### config.mk
export PLATFORM = sky130hd
export DESIGN_NAME = paging_select
export DESIGN_NICKNAME = d
export VERILOG_FILES = /design/src/hw/paging_select_pkg.sv /design/src/hw/paging_select.sv
export SDC_FILE = /design/constraint.sdc
export NUM_CORES = 1
export LEC_CHECK = 0
export BUFFER_PORTS_ARGS = -buffer_cell sky130_fd_sc_hd__clkbuf_2
export CAP_MARGIN = 0
export CORE_ASPECT_RATIO = 0.8
export CORE_MARGIN = 2
export CORE_UTILIZATION = 35
export CTS_CLUSTER_DIAMETER = 150
export DETAILED_ROUTE_END_ITERATION = 12
export PLACE_DENSITY = 0.68
export SETUP_SLACK_MARGIN = 0.1
export SYNTH_ARGS = -nofsm -noshare
export SYNTH_HDL_FRONTEND = slang
export SYNTH_SLANG_ARGS = --single-unit
### constraint.sdc
create_clock -name clk_i -period 3.36 [get_ports clk_i]
set_input_delay 0.672 -clock clk_i [delete_from_list [all_inputs] [get_ports clk_i]]
set_output_delay 0.672 -clock clk_i [all_outputs]
set_load 0.01 [all_outputs]
### src/hw/paging_select_pkg.sv
package paging_select_pkg;

  // Register indices; byte address on the bus is four times the index
  localparam logic [5:0] IDX_MAP_CFG = 6'h30;
  localparam logic [5:0] IDX_DATA_PAGE = 6'h34;
  localparam logic [5:0] IDX_PROG_PAGE = 6'h35;
  localparam logic [5:0] IDX_EXTRA_PAGE = 6'h36;
  localparam logic [5:0] IDX_WIN_EN = 6'h37;
  localparam logic [5:0] IDX_PIN_ASSIGN = 6'h38;
  localparam logic [5:0] IDX_STATUS = 6'h39;
  localparam logic [5:0] IDX_PINS_F = 6'h3a;
  localparam logic [5:0] IDX_PINS_G = 6'h3b;
  localparam logic [5:0] IDX_SEL_EN = 6'h3c;
  localparam logic [5:0] IDX_SEL_RANGE = 6'h3d;
  localparam logic [5:0] IDX_STRETCH_LO = 6'h3e;
  localparam logic [5:0] IDX_STRETCH_HI = 6'h3f;

  localparam logic [7:0] RESET_BYTE = 8'h00;

  // Field positions
  localparam int WIN_DATA_ON = 7;
  localparam int WIN_PROG_ON = 6;
  localparam int WIN_EXTRA_ON = 5;
  localparam int RNG_SPLIT_TOP = 6;
  localparam int RNG_PROG_B_FULL = 5;
  localparam int RNG_DATA_HALF = 4;
  localparam int RNG_SEL3_EXTRA = 3;
  localparam int CFG_EXTRA_LOW = 7;

  // Select indices, also the bit of the enable register and port F pin
  localparam int SEL_RF0 = 0;
  localparam int SEL_RF1 = 1;
  localparam int SEL_RF2 = 2;
  localparam int SEL_RF3 = 3;
  localparam int SEL_PROG_A = 4;
  localparam int SEL_DATA = 5;
  localparam int SEL_PROG_B = 6;
  localparam int NUM_SEL = 7;
  localparam int NUM_XLINE = 6;

  // Address window decode constants
  localparam logic [1:0] PROG_WIN_TOP = 2'b10;
  localparam logic [3:0] DATA_WIN_TOP = 4'h7;
  localparam logic [5:0] EXTRA_AT_0000 = 6'h00;
  localparam logic [5:0] EXTRA_AT_0400 = 6'h01;
  localparam logic [1:0] OFF_REGS = 2'b00;
  localparam logic [1:0] OFF_FOLLOW = 2'b01;
  localparam logic [5:0] UNPAGED_HIGH = 6'h3f;
  localparam logic [3:0] EXTRA_FORCE = 4'hf;
  localparam logic [1:0] DATA_FORCE = 2'b11;
  localparam logic [1:0] NO_STRETCH = 2'b00;

  typedef enum logic {ACC_IDLE, ACC_HOLD} acc_state_t;

  // Translated address and select lines, moved as one unit
  typedef struct packed {
    logic [21:0] addr;
    logic [6:0] sel_n;
  } ext_bus_t;

  localparam ext_bus_t BUS_IDLE = '{addr: 22'h3fffff, sel_n: 7'h7f};

endpackage : paging_select_pkg

### src/hw/paging_select.sv
`timescale 1ns/10ps

// Function
// - Program window drives program page onto lines
// - Call and return load program page automatically
// - Extra window drives extra page onto lines
// - Extra window forces lines 21-18 high
// - Data enable bit turns data paging on
// - Program enable bit turns program paging on
// - Extra enable bit turns extra paging on
// - Assign bit gives pin to expansion line
// - Single-chip mode ignores pin assign bits
// - Selects active low, pull-ups on inputs
// - Single-chip mode leaves select pins untouched
// - Follow selects decode above register block; select 3 may also decode in extra window
// - Follow selects cover their fixed offset ranges
// - Selects 3,2 beat 1; 3,2,1 beat 0
// - Program select A covers upper half
// - Program select B full or upper half
// - Split mode picks program select by line 21
// - Data select covers half map or window
// - Select 3 may follow the extra window
// - Each select stretches access 0-3 cycles
// - Data window drives data page, forces 21-20
// - One select at most, fixed priority order
module paging_select
  import paging_select_pkg::*;
(
  input wire logic clk_i,
  input wire logic rst_i,
  input wire logic [7:0] wb_adr_i,
  input wire logic [31:0] wb_dat_i,
  input wire logic [3:0] wb_sel_i,
  input wire logic wb_we_i,
  input wire logic wb_cyc_i,
  input wire logic wb_stb_i,
  output logic [31:0] wb_dat_o,
  output logic wb_ack_o,
  input wire logic single_chip_i,
  input wire logic acc_i,
  input wire logic [15:0] cpu_addr_i,
  output logic [15:0] ext_addr_o,
  output logic access_end_o,
  input wire logic call_i,
  input wire logic [7:0] call_page_i,
  input wire logic rtc_i,
  input wire logic [7:0] rtc_page_i,
  output logic [7:0] program_page_o,
  input wire logic port_pullup_on_i,
  input wire logic [6:0] portf_dir_i,
  input wire logic [6:0] portf_data_i,
  input wire logic [6:0] portf_pin_i,
  output logic [6:0] portf_pin_o,
  output logic [6:0] portf_pin_oe_o,
  output logic [6:0] portf_pullup_o,
  input wire logic [5:0] expansion_port_direction_i,
  input wire logic [5:0] portg_data_i,
  input wire logic [5:0] portg_pin_i,
  output logic [5:0] portg_pin_o,
  output logic [5:0] portg_pin_oe_o,
  output logic [5:0] portg_pullup_o
);

  logic [7:0] map_cfg_ff, nxt_map_cfg;
  logic [7:0] data_window_page_ff, nxt_data_window_page;
  logic [7:0] program_window_page_ff, nxt_program_window_page;
  logic [7:0] extra_window_page_ff, nxt_extra_window_page;
  logic [7:0] window_enables_ff, nxt_window_enables;
  logic [7:0] expansion_pin_assign_ff, nxt_expansion_pin_assign;
  logic [7:0] select_enable_ctrl_ff, nxt_select_enable_ctrl;
  logic [7:0] select_range_ctrl_ff, nxt_select_range_ctrl;
  logic [7:0] select_stretch_lo_ff, nxt_select_stretch_lo;
  logic [7:0] select_stretch_hi_ff, nxt_select_stretch_hi;
  logic ack_ff, nxt_ack;
  logic [31:0] rdata_ff, nxt_rdata;
  acc_state_t state_ff, nxt_state;
  ext_bus_t bus_ff, nxt_bus;
  logic [1:0] cnt_ff, nxt_cnt;
  logic end_ff, nxt_end;
  logic [6:0] pf_out_ff, nxt_pf_out, pf_oe_ff, nxt_pf_oe, pf_pu_ff, nxt_pf_pu;
  logic [5:0] pg_out_ff, nxt_pg_out, pg_oe_ff, nxt_pg_oe, pg_pu_ff, nxt_pg_pu;
  logic bus_req, bus_wr;
  logic [5:0] reg_idx;
  logic program_window_on, data_window_on, extra_window_on;
  logic in_block, in_regs, in_follow, in_ewin, in_pwin, in_dwin;
  logic [21:0] xaddr;
  logic [6:0] hit, grant, sel_en;
  logic [13:0] stretch_all;
  logic [1:0] stretch;
  logic [5:0] xline_on;

  assign reg_idx = wb_adr_i[7:2];
  assign bus_req = wb_cyc_i & wb_stb_i & ~ack_ff;
  // Write lands at the edge where the master samples ack, not when the strobe is first seen
  assign bus_wr = wb_cyc_i & wb_stb_i & ack_ff & wb_we_i & wb_sel_i[0];
  assign program_window_on = window_enables_ff[WIN_PROG_ON];
  assign data_window_on = window_enables_ff[WIN_DATA_ON];
  assign extra_window_on = window_enables_ff[WIN_EXTRA_ON];
  assign sel_en = select_enable_ctrl_ff[6:0];
  assign stretch_all = {select_stretch_hi_ff[5:0], select_stretch_lo_ff};
  assign xline_on = expansion_pin_assign_ff[5:0];

  // Register writes; page loads from call/return win over a bus write
  always_comb begin
    nxt_map_cfg = map_cfg_ff;
    nxt_data_window_page = data_window_page_ff;
    nxt_program_window_page = program_window_page_ff;
    nxt_extra_window_page = extra_window_page_ff;
    nxt_window_enables = window_enables_ff;
    nxt_expansion_pin_assign = expansion_pin_assign_ff;
    nxt_select_enable_ctrl = select_enable_ctrl_ff;
    nxt_select_range_ctrl = select_range_ctrl_ff;
    nxt_select_stretch_lo = select_stretch_lo_ff;
    nxt_select_stretch_hi = select_stretch_hi_ff;
    if (bus_wr) begin
      case (reg_idx)
        IDX_MAP_CFG: nxt_map_cfg = wb_dat_i[7:0];
        IDX_DATA_PAGE: nxt_data_window_page = wb_dat_i[7:0];
        IDX_PROG_PAGE: nxt_program_window_page = wb_dat_i[7:0];
        IDX_EXTRA_PAGE: nxt_extra_window_page = wb_dat_i[7:0];
        IDX_WIN_EN: nxt_window_enables = wb_dat_i[7:0];
        IDX_PIN_ASSIGN: nxt_expansion_pin_assign = wb_dat_i[7:0];
        IDX_SEL_EN: nxt_select_enable_ctrl = wb_dat_i[7:0];
        IDX_SEL_RANGE: nxt_select_range_ctrl = wb_dat_i[7:0];
        IDX_STRETCH_LO: nxt_select_stretch_lo = wb_dat_i[7:0];
        IDX_STRETCH_HI: nxt_select_stretch_hi = wb_dat_i[7:0];
        default: ;
      endcase
    end
    if (call_i) begin
      nxt_program_window_page = call_page_i;
    end else if (rtc_i) begin
      nxt_program_window_page = rtc_page_i;
    end
  end

  always_ff @(posedge clk_i) begin
    if (rst_i) begin
      map_cfg_ff <= RESET_BYTE;
      data_window_page_ff <= RESET_BYTE;
      program_window_page_ff <= RESET_BYTE;
      extra_window_page_ff <= RESET_BYTE;
      window_enables_ff <= RESET_BYTE;
      expansion_pin_assign_ff <= RESET_BYTE;
      select_enable_ctrl_ff <= RESET_BYTE;
      select_range_ctrl_ff <= RESET_BYTE;
      select_stretch_lo_ff <= RESET_BYTE;
      select_stretch_hi_ff <= RESET_BYTE;
    end else begin
      map_cfg_ff <= nxt_map_cfg;
      data_window_page_ff <= nxt_data_window_page;
      program_window_page_ff <= nxt_program_window_page;
      extra_window_page_ff <= nxt_extra_window_page;
      window_enables_ff <= nxt_window_enables;
      expansion_pin_assign_ff <= nxt_expansion_pin_assign;
      select_enable_ctrl_ff <= nxt_select_enable_ctrl;
      select_range_ctrl_ff <= nxt_select_range_ctrl;
      select_stretch_lo_ff <= nxt_select_stretch_lo;
      select_stretch_hi_ff <= nxt_select_stretch_hi;
    end
  end

  // Wishbone answer one cycle after the strobe; unmapped reads give zero
  always_comb begin
    nxt_ack = bus_req;
    nxt_rdata = rdata_ff;
    if (bus_req) begin
      nxt_rdata = '0;
      case (reg_idx)
        IDX_MAP_CFG: nxt_rdata[7:0] = map_cfg_ff;
        IDX_DATA_PAGE: nxt_rdata[7:0] = data_window_page_ff;
        IDX_PROG_PAGE: nxt_rdata[7:0] = program_window_page_ff;
        IDX_EXTRA_PAGE: nxt_rdata[7:0] = extra_window_page_ff;
        IDX_WIN_EN: nxt_rdata[7:0] = window_enables_ff;
        IDX_PIN_ASSIGN: nxt_rdata[7:0] = expansion_pin_assign_ff;
        IDX_STATUS: nxt_rdata[7:0] = {state_ff == ACC_HOLD, ~bus_ff.sel_n};
        IDX_PINS_F: nxt_rdata[6:0] = portf_pin_i;
        IDX_PINS_G: nxt_rdata[5:0] = portg_pin_i;
        IDX_SEL_EN: nxt_rdata[7:0] = select_enable_ctrl_ff;
        IDX_SEL_RANGE: nxt_rdata[7:0] = select_range_ctrl_ff;
        IDX_STRETCH_LO: nxt_rdata[7:0] = select_stretch_lo_ff;
        IDX_STRETCH_HI: nxt_rdata[7:0] = select_stretch_hi_ff;
        default: nxt_rdata = '0;
      endcase
    end
  end

  always_ff @(posedge clk_i) begin
    if (rst_i) begin
      ack_ff <= 1'b0;
      rdata_ff <= '0;
    end else begin
      ack_ff <= nxt_ack;
      rdata_ff <= nxt_rdata;
    end
  end

  // Window decode; the internal register block blocks every external space
  always_comb begin
    // follow selects sit in block above the registers
    in_block = cpu_addr_i[15:11] == map_cfg_ff[4:0];
    in_regs = in_block & (cpu_addr_i[10:9] == OFF_REGS);
    in_follow = in_block & (cpu_addr_i[10:9] == OFF_FOLLOW);
    in_ewin = cpu_addr_i[15:10] == (map_cfg_ff[CFG_EXTRA_LOW] ? EXTRA_AT_0000 : EXTRA_AT_0400);
    in_pwin = cpu_addr_i[15:14] == PROG_WIN_TOP;
    in_dwin = cpu_addr_i[15:12] == DATA_WIN_TOP;
    xaddr = {UNPAGED_HIGH, cpu_addr_i};
    if (!in_regs) begin
      if (extra_window_on && in_ewin) begin
        xaddr = {EXTRA_FORCE, extra_window_page_ff, cpu_addr_i[9:0]};
      end else if (program_window_on && in_pwin) begin
        xaddr = {program_window_page_ff, cpu_addr_i[13:0]};
      end else if (data_window_on && in_dwin) begin
        xaddr = {DATA_FORCE, data_window_page_ff, cpu_addr_i[11:0]};
      end
    end
  end

  // Raw select hits before priority
  always_comb begin
    hit[SEL_RF0] = in_follow;
    hit[SEL_RF1] = in_follow & cpu_addr_i[8];
    hit[SEL_RF2] = in_follow & cpu_addr_i[8] & cpu_addr_i[7];
    // select 3 may follow the extra window
    hit[SEL_RF3] = (in_follow & ~cpu_addr_i[8] & cpu_addr_i[7])
                 | (select_range_ctrl_ff[RNG_SEL3_EXTRA] & extra_window_on & in_ewin);
    hit[SEL_PROG_A] = cpu_addr_i[15] & (~select_range_ctrl_ff[RNG_SPLIT_TOP] | xaddr[21]);
    // data select half map or window only
    hit[SEL_DATA] = select_range_ctrl_ff[RNG_DATA_HALF] ? ~cpu_addr_i[15] : in_dwin;
    // program select B full map or upper half
    if (select_range_ctrl_ff[RNG_SPLIT_TOP]) begin
      hit[SEL_PROG_B] = cpu_addr_i[15] & ~xaddr[21];
    end else begin
      hit[SEL_PROG_B] = select_range_ctrl_ff[RNG_PROG_B_FULL] | cpu_addr_i[15];
    end
    hit = hit & sel_en & {NUM_SEL{~in_regs}};
  end

  // Priority resolve and stretch lookup of the winner
  always_comb begin
    grant = '0;
    if (hit[SEL_RF3]) begin
      grant[SEL_RF3] = 1'b1;
    end else if (hit[SEL_RF2]) begin
      grant[SEL_RF2] = 1'b1;
    end else if (hit[SEL_RF1]) begin
      grant[SEL_RF1] = 1'b1;
    end else if (hit[SEL_RF0]) begin
      grant[SEL_RF0] = 1'b1;
    end else if (hit[SEL_PROG_A]) begin
      grant[SEL_PROG_A] = 1'b1;
    end else if (hit[SEL_DATA]) begin
      grant[SEL_DATA] = 1'b1;
    end else if (hit[SEL_PROG_B]) begin
      grant[SEL_PROG_B] = 1'b1;
    end
    // two-bit field per select, A bit high
    stretch = NO_STRETCH;
    for (int i = 0; i < NUM_SEL; i++) begin
      if (grant[i]) begin
        stretch = stretch_all[2*i +: 2];
      end
    end
  end

  // Access sequencer: latch translated lines and hold them through stretch
  always_comb begin
    nxt_state = state_ff;
    nxt_bus = bus_ff;
    nxt_cnt = cnt_ff;
    nxt_end = 1'b0;
    case (state_ff)
      ACC_IDLE: begin
        if (acc_i) begin
          nxt_bus = '{addr: xaddr, sel_n: ~grant};
          nxt_cnt = stretch;
          nxt_state = ACC_HOLD;
        end
      end
      ACC_HOLD: begin
        // lines frozen until the count runs out
        if (cnt_ff == NO_STRETCH) begin
          nxt_state = ACC_IDLE;
          nxt_bus.sel_n = BUS_IDLE.sel_n;
          nxt_end = 1'b1;
        end else begin
          nxt_cnt = cnt_ff - 2'd1;
        end
      end
      default: nxt_state = ACC_IDLE;
    endcase
  end

  always_ff @(posedge clk_i) begin
    if (rst_i) begin
      state_ff <= ACC_IDLE;
      bus_ff <= BUS_IDLE;
      cnt_ff <= NO_STRETCH;
      end_ff <= 1'b0;
    end else begin
      state_ff <= nxt_state;
      bus_ff <= nxt_bus;
      cnt_ff <= nxt_cnt;
      end_ff <= nxt_end;
    end
  end

  // Pin muxing from next bus values so pins line up with the bus outputs
  always_comb begin
    if (single_chip_i) begin
      nxt_pg_oe = expansion_port_direction_i;
      nxt_pg_out = portg_data_i;
      nxt_pf_oe = portf_dir_i;
      nxt_pf_out = portf_data_i;
    end else begin
      nxt_pg_oe = xline_on | expansion_port_direction_i;
      nxt_pg_out = (xline_on & nxt_bus.addr[21:16]) | (~xline_on & portg_data_i);
      nxt_pf_oe = sel_en | portf_dir_i;
      nxt_pf_out = (sel_en & nxt_bus.sel_n) | (~sel_en & portf_data_i);
    end
    // pull-ups only on inputs when enabled
    nxt_pf_pu = {NUM_SEL{port_pullup_on_i}} & ~nxt_pf_oe;
    nxt_pg_pu = {NUM_XLINE{port_pullup_on_i}} & ~nxt_pg_oe;
  end

  always_ff @(posedge clk_i) begin
    if (rst_i) begin
      pf_out_ff <= '0;
      pf_oe_ff <= '0;
      pf_pu_ff <= '0;
      pg_out_ff <= '0;
      pg_oe_ff <= '0;
      pg_pu_ff <= '0;
    end else begin
      pf_out_ff <= nxt_pf_out;
      pf_oe_ff <= nxt_pf_oe;
      pf_pu_ff <= nxt_pf_pu;
      pg_out_ff <= nxt_pg_out;
      pg_oe_ff <= nxt_pg_oe;
      pg_pu_ff <= nxt_pg_pu;
    end
  end

  // Outputs, all from flip-flops
  assign wb_ack_o = ack_ff;
  assign wb_dat_o = rdata_ff;
  assign ext_addr_o = bus_ff.addr[15:0];
  assign access_end_o = end_ff;
  assign program_page_o = program_window_page_ff;
  assign portf_pin_o = pf_out_ff;
  assign portf_pin_oe_o = pf_oe_ff;
  assign portf_pullup_o = pf_pu_ff;
  assign portg_pin_o = pg_out_ff;
  assign portg_pin_oe_o = pg_oe_ff;
  assign portg_pullup_o = pg_pu_ff;

  logic [2:0] hold_len_ff;
  logic [1:0] hold_want_ff;
  always_ff @(posedge clk_i) begin
    if (rst_i || state_ff == ACC_IDLE) begin
      hold_len_ff <= '0;
      hold_want_ff <= acc_i ? stretch : NO_STRETCH;
    end else begin
      hold_len_ff <= hold_len_ff + 3'd1;
    end
  end
endmodule : paging_select

==> results.cfg, run 1 <==
[sta]
slew_viol_final = 0
rsz0062_at_grt = no
setup_tns_ps = 0
worst_slack_ps = 825
hold_viol = 0
tightest_slew_ps = 1060
fin_crit_sh_pct = 75.5
skew_ps = 10.2
fin_crit_ps = 2540
setup_viol = 0
max_clock_freq_mhz = 394
slew_headroom_pct = 29.5

[critical_path]
path_max_fanout = 10
worstPathArrival_ps = 2850
reg2reg_setup_slack_ps = 870
crit_type = in2reg
start_kind = input pin
worstPathRequired_ps = 3680
cp-end-kind = flip-flop

[power]
pwr_density_cell_nw_per_um2 = 509
leakage_nw = 3.77
ir_drop_mv = 0.408
total_power_mw = 4.53

[detailed_routing]
wirelength_mm = 24.7
wl_per_cell_um = 19.2
viasPerCell = 5.49
drc = 0
dr.pass1.iters = 8
postRouteAntennaNets = 0
drt_iter0_drc = 925
vias = 7068

[cts]
cts_root_buf = clkbuf_16
cts_tree = yes
cts_hold_buf = 0
post_cts_buffers = 0
clkTransAtPathRegs_ps = 70
clk_latency_ps = 440
post_cts_resized = 0
htree_levels = 4
clockBufferDepth = 2
cts_made_buffers = 17
cts.sinks = 161

[placed_design]
gp_congestion = 0.967
hpwl_mm = 17.9
place.port_buffers = 168
pre_cts_ws_ps = 467
placed_area_um2 = 8250

[logic_synthesis]
avgSynthCellArea_um2 = 8.43
synthArstFlopShare_pct = 0
syn_area_um2 = 7390
synth.ff_latch_count = 161
synth_most_common_cell = dfxtp_1
seq_area_frac_synth_pct = 43.6
synthCells = 876
synth_top_area_share_pct = 43.6
synthTopCellsByCount = dfxtp_1 (161), nor2_1 (114), nand2_1 (106), mux2i_1 (63), a21oi_1 (62)
ys_top_cells_by_area = dfxtp_1 (44%), mux2i_1 (8.5%), nor2_1 (5.8%)
synth_ff_type = dfxtp_1
yosys_warnings = 0
synth_top_area_cell = dfxtp_1
ys_types = 59
synth_edf_count = 0

[finish]
syn_to_final_growth_pct = 20.4
drive_gt1_share_pct = 23.1
utilization_pct = 43.0
antenna_cells = 0
fill_cells = 2084
nets = 1132
final_cell_area_um2 = 8900

[floorplan]
die_h_um = 134
num_io_pins = 222
num_rows = 47
dieArea_um2 = 22300
fp.dieW_um = 166
start_util_pct = 35.7
design.core.area_um2 = 20700

[global_route]
antenna_found_initial = 0
grt_pass1_wl_mm = 38.1
grt.overflow.total = 0
grt_start_max_net_pins = 100
grt_usage_pct = 22.1
grt_pass1_vias = 6617

[flow_run]
cap_violations = 0

[worst_hold_path]
hold_class = in2reg

[status]
outcome = finished, final reports clean
## path summary, 6_finish.rpt
check | start | depth (start not counted) | endpoint
max reg2reg | map_cfg_ff[3] | 7 | bus_ff[6]
min | portf_dir_i[2] | 2 | portf_pullup_o[2]
min reg2reg | select_range_ctrl_ff[7] | 2 | select_range_ctrl_ff[7]
max | cpu_addr_i[15] | 8 | bus_ff[6]
## worst max-delay path: stages
cell and delay [ps]:
clkbuf_2 190, xor2_1 210, nor4_4 410, nand3_2 360, o211ai_4 270, and3_4 290, a211oi_1 80, or3_1 350
## through the flow
stage / hold slack (ps) / instances
6_report: 409 / 1288
5_1_grt: 392 / 1288
4_1_cts: 396 / 1288
3_5_place_dp: 450 / 1256
3_3_place_gp: 429 / 1256
2_1_floorplan: 417 / 899
## registers in the layout, indices dropped and copies added, names as in the netlist
signal                   flops
data_window_page_ff          8
program_page_o               8
portg_pin_oe_o               6
extra_window_page_ff         8
bus_ff                      13
wb_ack_o                     1
map_cfg_ff                   8
state_ff                     1
portf_pin_oe_o               7
window_enables_ff            8
portg_pin_o                  6
select_range_ctrl_ff         8
portf_pullup_o               7
select_stretch_lo_ff         8
wb_dat_o                     8
portg_pullup_o               6
access_end_o                 1
expansion_pin_assign_ff      8
portf_pin_o                  7
ext_addr_o                  16
select_enable_ctrl_ff        8
cnt_ff                       2
select_stretch_hi_ff         8
## report_power, final
part	total [mW]	switching, mW	internal [mW]	leakage [nW]
clock	2.14	0.876	1.27	0.309
sequential	2.00	0.0378	1.96	1.31
combinational	0.386	0.247	0.139	2.15
## layer usage
metal / global-route usage [%] / share of wire (%) / vias to the layer above
met5: 0 / 0 / -
met4: 8.86 / 2.8 / 0
met3: 4.81 / 9.2 / 62
met2: 33.9 / 45 / 361
met1: 30.3 / 43 / 3369
li1: - / - / 3276
## cell usage in the layout (no fill, tap or decap), types with 3 or more instances in the layout
master       n
a22oi_1     16
clkbuf_16   17
or2_1        3
bufinv_16    4
inv_6        7
nand4_1      4
a222oi_1     7
nand2_1    106
a221oi_1     4
conb_1      24
a21oi_1     62
nor2b_1     18
nand4b_1     3
xor2_1       5
a211oi_1     3
o21ai_0     36
and3_1       8
nor3_1      13
o2bb2ai_1    3
o211ai_1     5
mux2_2       3
mux2i_1     63
mux4_2       3
nand3_1     60
a31oi_1     11
nor2_1     113
inv_1        9
dfxtp_1    161
clkbuf_2   167
nand2b_1     7
o22a_1       7
or2_2        6
a22o_1       7
buf_4       15
## logic make-up (layout without fill, tap and decap cells)
family / count (synthesis) / after routing / share of synthesized area (%)
AOI/OAI and AO/OA: 177 / 177 / 15.5
xor gates and xnor gates: 6 / 6 / 0.813
adders and majority gates: 1 / 1 / 0.169
buffers and inverters: 103 / 223 / 7.43
DFF: 161 / 161 / 43.6
muxes: 69 / 69 / 9.91
other: 1 / 24 / 0.0508
and+or+nand+nor: 358 / 358 / 22.5
## area by class of cell
cell class | count | area (µm²) | area share, %
multi-input cells | 635 | 3710 | 41.7
flip-flops and latches | 161 | 3220 | 36.2
repair buffers | 182 | 948 | 10.7
clock buffers | 17 | 425 | 4.78
well taps | 269 | 337 | 3.78
clock inverters | 15 | 221 | 2.49
inverters | 9 | 33.8 | 0.380
Note: power is estimated with default switching activity, not from simulation.
==> run 2: changes to the inputs <==
--- a/config.mk
+++ b/config.mk
@@ -12,7 +12,7 @@
 export CORE_UTILIZATION = 35
 export CTS_CLUSTER_DIAMETER = 150
 export DETAILED_ROUTE_END_ITERATION = 12
-export PLACE_DENSITY = 0.68
+export PLACE_DENSITY = 0.7
 export SETUP_SLACK_MARGIN = 0.1
 export SYNTH_ARGS = -nofsm -noshare
 export SYNTH_HDL_FRONTEND = slang
==> constraint.sdc (replaced) <==
create_clock -name clk_i -period 2.2 [get_ports clk_i]
set_input_delay 0.44 -clock clk_i [delete_from_list [all_inputs] [get_ports clk_i]]
set_output_delay 0.44 -clock clk_i [all_outputs]
set_load 0.01 [all_outputs]
==> run 2 against run 1 <==
  * Worst setup slack lost 680 ps
  * Die area is the same
  * Final area grew 5.2%
  * Critical endpoint is now portf_pin_o[6]
  * Largest cell class unchanged
==> results.cfg, run 2 (synthesis gave the netlist of run 1 again) <==
[detailed_routing]
wirelength_mm = 25.3
dr.pass1.iters = 8
drt_iter0_drc = 756
drc = 0
postRouteAntennaNets = 0
wl_per_cell_um = 18.8
viasPerCell = 5.35
vias = 7174

[sta]
rsz0062_at_grt = no
slew_viol_final = 0
fin_crit_ps = 2050
setup_viol = 0
hold_viol = 0
slew_headroom_pct = 54.8
fin_crit_sh_pct = 93.2
tightest_slew_ps = 678
max_clock_freq_mhz = 488
skew_ps = 15.9
hold_slack_ps = 174
setup_tns_ps = 0

[flow_run]
cap_violations = 0

[cts]
cts_tree = yes
cts_hold_buf = 0
cts_root_buf = clkbuf_16
cts_made_buffers = 17
clkTransAtPathRegs_ps = 70
cts.sinks = 161
clockBufferDepth = 2
clk_latency_ps = 440
htree_levels = 4

[finish]
multi_input_area_um2 = 3760
drive_gt1_share_pct = 27.8
antenna_cells = 0
seq_area_um2 = 3240
layout_common_cells = clkbuf_2 (167), dfxtp_1 (157), nor2_1 (113)
nets = 1184
largest_reg_flops = 16
syn_to_final_growth_pct = 26.7
mostFrequentLayoutCell = clkbuf_2
utilization_pct = 45.2
fill_cells = 2034

[critical_path]
critPathTopFamily = simple AND/OR/NAND/NOR gates
worstPathArrival_ps = 2410
worstPathRequired_ps = 2560
cp_num_buf_inv = 1
crit_path_start = map_cfg_ff[0]
crit_path_cell_trace = xor2_4, nor4_4, buf_4, and4b_1, o211ai_4, and3_4, a211o_1, a21oi_1
path_max_fanout = 6
worst_path_max_delay_cell = dfxtp_4
cp-end-kind = flip-flop
crit_type = reg2reg
crit-reg2reg-launch = map_cfg_ff[0]
start_kind = flip-flop
critical_path.max_stage_delay_ps = 370

[power]
ir_drop_mv = 0.528
leakage_nw = 4.04
pwr_density_cell_nw_per_um2 = 720

[placed_design]
hpwl_mm = 18.7
gp_congestion = 0.981
place.port_buffers = 168

[global_route]
grt_start_max_net_pins = 122
grt.overflow.total = 0
grt_pass1_wl_mm = 38.4
grt_usage_pct = 22.4
antenna_found_initial = 0
grt_pass1_vias = 6689

[worst_hold_path]
worstHoldStart = expansion_port_direction_i[2]
hold_class = in2reg

[floorplan]
dieArea_um2 = 22300
num_io_pins = 222
fp.dieW_um = 166
die_h_um = 134
start_util_pct = 35.7
design.core.area_um2 = 20700
num_rows = 47

[status]
outcome = finished, final reports clean
==> run 2: cell count changes in the layout (fill, tap and decap cells not counted), sizes merged <==
| cell | before | now |
|---|---|---|
| bufinv | 4 | 2 |
| clkinv | 2 | 3 |
| clkinvlp | 2 | 1 |
| buf | 15 | 67 |
| inv | 16 | 18 |
==> run 2: path summary, 6_finish.rpt <==
check        cells past startpoint                end  slack, ps
max                              8     portf_pin_o[6]        150
min                              2  portg_pullup_o[2]        170
max reg2reg                      8     portf_pin_o[6]        150
min reg2reg                      2      ext_addr_o[8]        450
==> run 2: repair_timing <==
item / in CTS / in global routing
pin swaps: 0 / 4
endpoints found under the setup margin: 2 / 7
gates resized for setup: 6 / 9
hold endpoints to repair: 0 / 0
setup buffers: 0 / 1
==> run 2: metal layers <==
layer	wire, µm	GRT usage (%)	vias up
li1	-	-	3378
met1	10900	30.7	3367
met5	0	0	-
met3	2530	5.61	44
met2	11300	34.1	385
met4	593	8.91	0
==> run 2: power breakdown <==
part	switching [mW]	leakage [nW]	internal (mW)
Sequential	0.0516	1.32	2.99
Combinational	0.394	2.43	0.252
Clock	1.35	0.292	1.71
==> run 2: layout make-up <==
class | instances | share of cell area (%)
clock inverter | 15 | 1.79
timing repair buffer | 234 | 15.0
tap | 269 | 3.60
multi-input combinational | 635 | 40.2
sequential | 161 | 34.6
clock buffer | 17 | 4.55
inverter | 9 | 0.361
==> run 2: metrics by stage <==
step | area [µm²] | instances | power [mW] | setup slack [ps]
2_1_floorplan | 7470 | 899 | 3.48 | 116
3_3_place_gp | 8690 | 1307 | 3.74 | -109
3_5_place_dp | 8690 | 1307 | 3.75 | -102
4_1_cts | 9310 | 1339 | 6.77 | 114
5_1_grt | 9360 | 1340 | 6.95 | 67.4
6_report | 9360 | 1340 | 6.74 | 149
==> run 2: worst register-to-register path, stage by stage (launching register included) <==
cell and delay (ps):
dfxtp_4 370, xor2_4 160, nor4_4 260, buf_4 180, and4b_1 240, o211ai_4 120
and3_4 200, a211o_1 280, a21oi_1 160
